[src/rt_ops_pkg.sv]
// Package for the sequencer run-time operation unit.
// Assumes one 50 MHz clock; every figure below is used by the unit or feeds one that is.
package rt_ops_pkg;

    // Clock and timing
    localparam int CLK_PERIOD_NS   = 20;
    localparam int SEQ_CYCLE_NS    = 4;
    localparam int WAIT_OVERHEAD   = 2;
    localparam int WAIT_MIN_CYC    = 3;
    localparam int BUS_RATE_MHZ    = 50;
    localparam int BUS_GAP_CYC     = (1000 / BUS_RATE_MHZ) / CLK_PERIOD_NS;
    localparam int SAMPLE_RATE_MSA = 2000;
    // Samples per clock at the full sample rate
    localparam int SAMP_PER_CLK    =
        (SAMPLE_RATE_MSA * CLK_PERIOD_NS) / 1000;
    localparam int ZERO_MIN_SAMP   = 32;
    localparam int ZERO_STEP_SAMP  = 16;

    // Reset values
    localparam logic [31:0] WORD_RST = 32'h0000_0000;
    localparam logic [1:0]  TRIG_RST = 2'h0;

    // Operation codes
    typedef enum logic [3:0] {
        OP_NOP        = 4'h0,
        OP_ADD        = 4'h1,
        OP_SUB        = 4'h2,
        OP_LOAD       = 4'h3,
        OP_PIO_WR     = 4'h4,
        OP_PIO_RD     = 4'h5,
        OP_PIO_LRD    = 4'h6,
        OP_TRIG_OUT   = 4'h7,
        OP_WAIT       = 4'h8,
        OP_STROBE_WT  = 4'h9,
        OP_TIN_POLL   = 4'hA,
        OP_TIN_WAIT   = 4'hB,
        OP_HREG_WR    = 4'hC,
        OP_HREG_RD    = 4'hD,
        OP_SPACING    = 4'hE,
        OP_OSC        = 4'hF
    } op_e;

    // Oscillator sub-operations carried in rate field, low two bits
    localparam logic [1:0] OSC_SWEEP_SETUP = 2'h0;
    localparam logic [1:0] OSC_SWEEP_STEP  = 2'h1;
    localparam logic [1:0] OSC_PHASE_ZERO  = 2'h2;
    localparam logic [1:0] OSC_LAUNCH      = 2'h3;

    // One issued instruction
    typedef struct packed {
        op_e         op;
        logic [3:0]  dst;     // Variable written
        logic [3:0]  src;     // Variable read
        logic        use_imm; // Operand from imm, else from variable
        logic [3:0]  sel;     // Register / trigger / oscillator index
        logic [3:0]  rate;    // Spacing rate exponent
        logic [31:0] imm;
        logic [31:0] imm2;    // Sweep increment
    } instr_s;

    // Oscillator command towards the oscillator block
    typedef struct packed {
        logic        setup;
        logic        step;
        logic        phase_zero;
        logic [3:0]  osc;
        logic [31:0] start_hz;
        logic [31:0] inc_hz;
        logic [31:0] index;
    } osc_cmd_s;

    // Condition test of a numeric value
    function automatic logic is_true(input logic [31:0] v);
        return v != 32'h0000_0000;
    endfunction : is_true

endpackage : rt_ops_pkg

[src/readout_sequencer_runtime_ops.sv]
// Run-time operation unit of a readout sequencer: variables, parallel
// port, trigger lines, waits, host registers, spacing and oscillators.
// Assumes instructions arrive one at a time on a valid/ready pair and all
// inputs are synchronous to clock.
`timescale 1ns/1ps
module readout_sequencer_runtime_ops
    import rt_ops_pkg::*;
(
    // Clock, reset, enable
    input  wire logic        clock,
    input  wire logic        reset,
    input  wire logic        clk_en,
    // Instruction stream
    input  wire instr_s      instr,
    input  wire logic        instr_valid,
    output logic             instr_ready,
    // Parallel I/O bus and its strobe configuration
    input  wire logic [31:0] parallel_io_bus_in,
    output logic [31:0]      parallel_io_bus_out,
    input  wire logic [4:0]  strobe_index,
    input  wire logic        strobe_rising,
    // Trigger lines
    output logic [1:0]       trig_out,
    input  wire logic [1:0]  trig_in,
    // Host register port
    input  wire logic [3:0]  host_addr,
    input  wire logic [31:0] host_wdata,
    input  wire logic        host_wr,
    input  wire logic        host_rd,
    output logic [31:0]      host_rdata,
    // Oscillator and readout side
    output osc_cmd_s         osc_cmd,
    output logic             readout_launch,
    output logic             spacing_busy,
    output logic             cond_true
);

    typedef enum logic [1:0] {
        ST_IDLE  = 2'b00,
        ST_WAIT  = 2'b01,
        ST_BLOCK = 2'b11
    } state_e;

    // State
    state_e       state_r;
    logic [31:0]  vars_r [16];
    logic [31:0]  ureg_r [16];
    logic [31:0]  latched_r;
    logic         strobe_prev_r;
    logic [1:0]   trig_prev_r;
    logic [31:0]  wait_cnt_r;
    logic [31:0]  space_cnt_r;
    logic [3:0]   bus_gap_r;
    logic [31:0]  pio_out_r;
    logic [1:0]   trig_out_r;
    logic [31:0]  host_rdata_r;
    osc_cmd_s     osc_cmd_r;
    logic         launch_r;
    logic         cond_r;
    instr_s       cur_r;

    // Operand select and strobe decode
    wire  [31:0]  operand     = instr.use_imm ? instr.imm : vars_r[instr.src];
    wire  [31:0]  dst_val     = vars_r[instr.dst];
    wire          strobe_now  = parallel_io_bus_in[strobe_index];
    wire          strobe_edge = strobe_rising ?
                                (strobe_now & ~strobe_prev_r) :
                                (~strobe_now & strobe_prev_r);
    wire  [1:0]   trig_rise   = trig_in & ~trig_prev_r;
    wire          tin_idx     = instr.sel[1];                     // 1->0,2->1
    wire  [31:0]  poll_word   = {31'h0, trig_in[tin_idx]};
    wire          cur_idx     = cur_r.sel[1];
    wire          take        = instr_valid & instr_ready & clk_en;

    // Wait length: requested plus overhead, floored at the minimum
    wire  [31:0]  wait_total  = operand + 32'(WAIT_OVERHEAD);
    wire  [31:0]  wait_len    = (wait_total < 32'(WAIT_MIN_CYC)) ?
                                32'(WAIT_MIN_CYC) : wait_total;
    // Wait counted in clock ticks; sequencer cycles are 4 ns each
    wire  [31:0]  wait_ticks  = (wait_len * 32'(SEQ_CYCLE_NS)
                                + 32'(CLK_PERIOD_NS - 1))
                                / 32'(CLK_PERIOD_NS);

    // Spacing: clamp to minimum, round up to step, scale by rate
    wire  [31:0]  sp_min      = (operand < 32'(ZERO_MIN_SAMP)) ?
                                32'(ZERO_MIN_SAMP) : operand;
    wire  [31:0]  sp_step     = (sp_min + 32'(ZERO_STEP_SAMP - 1))
                                & ~32'(ZERO_STEP_SAMP - 1);
    wire  [31:0]  sp_scaled   = sp_step << instr.rate;
    wire  [31:0]  sp_ticks    = (sp_scaled + 32'(SAMP_PER_CLK - 1))
                                / 32'(SAMP_PER_CLK);

    // Blocking conditions checked before taking an instruction
    wire          pio_block   = (instr.op == OP_PIO_WR) && (bus_gap_r != 0);
    wire          sp_block    = (instr.op == OP_SPACING) && spacing_busy;
    assign instr_ready = (state_r == ST_IDLE)
                       & ~pio_block & ~sp_block;
    assign spacing_busy = (space_cnt_r != 32'h0000_0000);

    // Outputs from flip-flops
    assign parallel_io_bus_out = pio_out_r;
    assign trig_out            = trig_out_r;
    assign host_rdata          = host_rdata_r;
    assign osc_cmd             = osc_cmd_r;
    assign readout_launch      = launch_r;
    assign cond_true           = cond_r;

    // Sequencer state machine; blocking ops park here until they clear
    always_ff @(posedge clock) begin
        if (reset) begin
            state_r <= ST_IDLE;
        end else if (clk_en) begin
            case (state_r)
                ST_IDLE: begin
                    if (take && instr.op == OP_WAIT) begin
                        state_r <= ST_WAIT;
                    end else if (take && (instr.op == OP_STROBE_WT ||
                                          instr.op == OP_TIN_WAIT)) begin
                        state_r <= ST_BLOCK;
                    end
                end
                ST_WAIT: begin
                    if (wait_cnt_r <= 32'h0000_0001) begin
                        state_r <= ST_IDLE;
                    end
                end
                ST_BLOCK: begin
                    if (cur_r.op == OP_STROBE_WT && strobe_edge) begin
                        state_r <= ST_IDLE;
                    end else if (cur_r.op == OP_TIN_WAIT &&
                                 trig_rise[cur_idx]) begin
                        state_r <= ST_IDLE;
                    end
                end
                default: state_r <= ST_IDLE;
            endcase
        end
    end

    // Counters: wait length, spacing length, bus update gap
    always_ff @(posedge clock) begin
        if (reset) begin
            wait_cnt_r  <= WORD_RST;
            space_cnt_r <= WORD_RST;
            bus_gap_r   <= 4'h0;
            cur_r       <= '0;
        end else if (clk_en) begin
            if (take) begin
                cur_r <= instr;
            end
            if (take && instr.op == OP_WAIT) begin
                wait_cnt_r <= wait_ticks;
            end else if (wait_cnt_r != 32'h0000_0000) begin
                wait_cnt_r <= wait_cnt_r - 32'h0000_0001;
            end
            if (take && instr.op == OP_SPACING) begin
                space_cnt_r <= sp_ticks;
            end else if (spacing_busy) begin
                space_cnt_r <= space_cnt_r - 32'h0000_0001;
            end
            if (take && instr.op == OP_PIO_WR) begin
                bus_gap_r <= 4'(BUS_GAP_CYC - 1);
            end else if (bus_gap_r != 4'h0) begin
                bus_gap_r <= bus_gap_r - 4'h1;
            end
        end
    end

    // Edge history of the strobe bit and trigger inputs
    always_ff @(posedge clock) begin
        if (reset) begin
            strobe_prev_r <= 1'b0;
            trig_prev_r   <= TRIG_RST;
            latched_r     <= WORD_RST;
        end else if (clk_en) begin
            strobe_prev_r <= strobe_now;
            trig_prev_r   <= trig_in;
            if (strobe_edge) begin
                latched_r <= parallel_io_bus_in;
            end
        end
    end

    // Variable file: integer add and subtract only, plus loads
    always_ff @(posedge clock) begin
        if (reset) begin
            for (int i = 0; i < 16; i++) begin
                vars_r[i] <= WORD_RST;
            end
        end else if (take) begin
            case (instr.op)
                OP_ADD:      vars_r[instr.dst] <= dst_val + operand;
                OP_SUB:      vars_r[instr.dst] <= dst_val - operand;
                OP_LOAD:     vars_r[instr.dst] <= operand;
                OP_PIO_RD:   vars_r[instr.dst] <= parallel_io_bus_in;
                OP_PIO_LRD:  vars_r[instr.dst] <= latched_r;
                OP_TIN_POLL: vars_r[instr.dst] <= poll_word;
                OP_HREG_RD:  vars_r[instr.dst] <= ureg_r[instr.sel];
                default:     ;
            endcase
        end
    end

    // User registers: sequencer write wins over a same-cycle host write
    always_ff @(posedge clock) begin
        if (reset) begin
            for (int i = 0; i < 16; i++) begin
                ureg_r[i] <= WORD_RST;
            end
            host_rdata_r <= WORD_RST;
        end else if (clk_en) begin
            if (take && instr.op == OP_HREG_WR) begin
                ureg_r[instr.sel] <= operand;
            end else if (host_wr) begin
                ureg_r[host_addr] <= host_wdata;
            end
            host_rdata_r <= host_rd ? ureg_r[host_addr] : WORD_RST;
        end
    end

    // Port and trigger outputs, condition flag
    always_ff @(posedge clock) begin
        if (reset) begin
            pio_out_r  <= WORD_RST;
            trig_out_r <= TRIG_RST;
            cond_r     <= 1'b0;
        end else if (take) begin
            cond_r <= is_true(operand);
            if (instr.op == OP_PIO_WR) begin
                pio_out_r <= operand;
            end
            if (instr.op == OP_TRIG_OUT) begin
                trig_out_r <= operand[1:0];
            end
        end
    end

    // Oscillator commands and readout launch, one-cycle pulses
    always_ff @(posedge clock) begin
        if (reset) begin
            osc_cmd_r <= '0;
            launch_r  <= 1'b0;
        end else if (clk_en) begin
            osc_cmd_r.setup      <= 1'b0;
            osc_cmd_r.step       <= 1'b0;
            osc_cmd_r.phase_zero <= 1'b0;
            launch_r             <= 1'b0;
            if (take && instr.op == OP_OSC) begin
                osc_cmd_r.osc <= instr.sel;
                case (instr.rate[1:0])
                    OSC_SWEEP_SETUP: begin
                        osc_cmd_r.setup    <= 1'b1;
                        osc_cmd_r.start_hz <= instr.imm;
                        osc_cmd_r.inc_hz   <= instr.imm2;
                    end
                    OSC_SWEEP_STEP: begin
                        osc_cmd_r.step  <= 1'b1;
                        osc_cmd_r.index <= vars_r[instr.src];
                    end
                    OSC_PHASE_ZERO: begin
                        osc_cmd_r.phase_zero <= 1'b1;
                    end
                    default: begin
                        launch_r <= 1'b1;
                    end
                endcase
            end
        end
    end

endmodule : readout_sequencer_runtime_ops

[config.mk]
export PLATFORM = sky130hd
export DESIGN_NAME = readout_sequencer_runtime_ops
export DESIGN_NICKNAME = d
export VERILOG_FILES = /design/src/rt_ops_pkg.sv /design/src/readout_sequencer_runtime_ops.sv
export SDC_FILE = /design/constraint.sdc
export NUM_CORES = 2
export LEC_CHECK = 0
export BUFFER_PORTS_ARGS = -buffer_cell sky130_fd_sc_hd__buf_2
export CAP_MARGIN = 10
export CORE_AREA = 5 5 494 496
export CTS_CLUSTER_DIAMETER = 80
export DETAILED_ROUTE_END_ITERATION = 7
export DIE_AREA = 0 0 499 501
export PLACE_DENSITY = 0.6
export SYNTH_ARGS = -nofsm -noshare
export SYNTH_HDL_FRONTEND = slang
export SYNTH_SLANG_ARGS = --single-unit
[constraint.sdc]
create_clock -name clock -period 37.1 [get_ports clock]
set_clock_uncertainty 0.2 [all_clocks]
set_input_delay 11.13 -clock clock [delete_from_list [all_inputs] [get_ports clock]]
set_output_delay 11.13 -clock clock [all_outputs]
set_load 0.03 [all_outputs]
==> results.toml <==
[min_path]
min_from = "osc_cmd[16]"
min_path_type = "reg -> reg"
holdPathEnd = "osc_cmd[16]"
hold_depth = 2

[cells_and_area]
instances_no_fill = 11310
drive_gt1_frac = 0.2049
layout_commonest_cell = "nor2_1"
final_cell_mix = "nor2_1, edfxtp_1, nand2_1"
final_nets = 8208
area_delta_synth_final_pct = 12.64
finalInstanceArea_sq_um = 93690
finish.utilization = 0.3917

[synthesis]
synth_edf_count = 1024
avgSynthCellArea_sq_um = 10.55
syn_inst = 7884
synthesis.area_sq_um = 83180
synth-seq-area-share = 0.4373
synthArstFlopShare = 0
synth_seq_cells = 1305
synth_nets = 8100
synth_warnings = 0
yosys_most_used_dff = "edfxtp_1"
ys_types = 144

[die]
die-area_sq_um = 250000
die_h_microns = 501
core.rowCount = 180
initial_core_util = 0.3478
die_w_microns = 499
core_area_sq_um = 239200
pin_count = 340

[clocking]
post_cts_buffers = 0
ctsRootBufferMaster = "clkbuf_16"
clk_pin_slew_ns = 0.06
clkLatencyLatePin_ns = 0.89
cts_buffer_depth = 3
cts_tree = "built"
cts_resized = 0
clock_sinks = 1305
numCtsBuffers = 149
htree_levels = 4
hold_buffers = 0

[timing]
post-route-min-period_ns = 32.24
fin_setup_tns_ns = 0
slew_headroom = 0.1305
fin_crit_sh = 0.8690
final-max-slew-violation-count = 0
timing.fmax_ghz = 0.03102
rsz0062_at_grt = "no"
tightestPinTransition_ns = 1.294
setup_viol = 0
finalHoldViolations = 0

[critical_path]
r2r_cells = 58
cp-start-kind = "input pin"
r2r-start = "vars_r[14][26]"
critPathKind = "in -> reg"
worstSetupEndpointType = "register"
cp_max_fo = 39
arrival_ns = 32.70
cp_slowest_stage_delay_ns = 0.83
reg2reg_slack_ns = 16.52
slowest_stage = "a32oi_1"
cp_data_required_time_ns = 37.56
r2r_end = "space_cnt_r[0]"
crit_top_cell = "mux2i_1"

[routing]
first_iter_violations = 10600
drt_wl_total_mm = 336.2
drc = 0
drt.antenna.violating_nets = 0
wl_per_cell_microns = 29.72
viasPerCell = 6.291
vias = 71170
first_pass_iters = 6

[place]
postPlaceCellArea_sq_um = 88280
numPortBuffers = 339
dpl.hpwl_mm = 223.6
gp_congestion = 0.9483
dp_cells = 11010

[grt]
grt_remaining_overflow = 0
grt_pass1_wl_mm = 480.3
first_global_vias = 68060
grt_max_degree = 91
antenna_found_initial = 25
grtUsageTotal = 0.2592

[pwr]
powerDensity_nw_per_um2 = 70.39
max-vdd-ir-drop_mv = 0.1541
p_leak_nw = 33.15

[run]
max_cap_viol_count = 0

[run_status]
status = "complete, no violations"
[report_power, final]
group	switching [W]	internal (W)	leakage, nW
Combinational	0.00214	0.00117	17.8
Clock	0.000674	0.000905	2.53
Sequential	0.0000542	0.00165	12.9
Total	0.00287	0.00373	33.2
[cells in the mapped netlist, types with 186 or more instances]
library cell | n | share of area
nor2_1 | 1535 | 0.069
edfxtp_1 | 1024 | 0.37
nand2_1 | 657 | 0.030
mux4_2 | 581 | 0.16
clkbuf_1 | 495 | 0.022
a21oi_1 | 341 | 0.021
dfxtp_1 | 281 | 0.068
o21ai_0 | 245 | 0.015
mux2i_1 | 195 | 0.023
nand3_1 | 189 | 0.011
nor3_1 | 188 | 0.011
xnor2_1 | 186 | 0.020
[metal layers]
| metal | track usage | share of wire | up-vias | routed length, microns |
|---|---|---|---|---|
| met2 | 0.3997 | 0.45 | 4746 | 149900 |
| li1 | - | - | 30230 | - |
| met1 | 0.3137 | 0.35 | 35130 | 118200 |
| met5 | 0 | 0.00010 | - | 35 |
| met3 | 0.05727 | 0.11 | 1060 | 36130 |
| met4 | 0.2077 | 0.095 | 6 | 31920 |
[final cells by class]
| type | count | area (sq um) |
|---|---|---|
| clock inverters | 89 | 1267 |
| repair buffers | 595 | 3684 |
| well taps | 3185 | 3985 |
| fillers | 23110 | 145500 |
| inverters | 73 | 275.3 |
| multi-input cells | 5868 | 44050 |
| clock buffers | 185 | 4016 |
| flip-flops and latches | 1305 | 36370 |
| diodes | 13 | 32.53 |
[worst max-delay path, delay by kind of cell]
kind	cells	cell delay, ns
compound gates	32	10.80
fa+ha+maj	3	0.76
simple gates	14	4.77
xor+xnor	3	1.22
mux	5	1.59
buf+inv	7	2.31
[worst max-delay path by stage]
| stage | startpoint | to | slack (ns) |
|---|---|---|---|
| after global placement | instr[74] | wait_cnt_r[0] | 4.83 |
| after detailed placement | instr[74] | wait_cnt_r[0] | 4.56 |
| after CTS | instr[74] | wait_cnt_r[0] | 5.36 |
| after floorplan | instr[74] | space_cnt_r[0] | 10.18 |
| after global routing | instr[74] | wait_cnt_r[0] | 2.98 |
| final | instr[74] | wait_cnt_r[0] | 4.86 |
[sequential cells by signal, summed over array words and instances (netlist names)]
name and count:
cond_true 1, parallel_io_bus_out 32, vars_r 512, space_cnt_r 32, bus_gap_r 4, cur_r 4
state_r 2, osc_cmd 103, wait_cnt_r 32, cur_idx 1, readout_launch 1, trig_prev_r 2
strobe_prev_r 1, trig_out 2, latched_r 32, ureg_r 512, host_rdata 32
[per-stage QoR]
stage	hold slack, ns	setup slack, ns	power (W)
6_report	0.2502	4.860	0.006595
2_1_floorplan	0.2311	10.18	0.004201
4_1_cts	0.2515	5.356	0.006534
3_3_place_gp	0.2382	4.827	0.004923
5_1_grt	0.2686	2.980	0.006968
3_5_place_dp	0.2435	4.559	0.004955
[logic make-up (layout without fill, tap and decap cells)]
kind of cell    Yosys count  after routing  synth area share
xor+xnor                259            259           0.02745
other cells               0             13                 0
simple gates           3216           3216            0.1758
fa+ha+maj                56             56          0.008304
compound gates         1534           1534            0.1309
mux                     803            803            0.1846
flops                  1305           1305            0.4373
buf+inv                 711            942           0.03565
No activity file was read; power rests on OpenSTA's default activity.
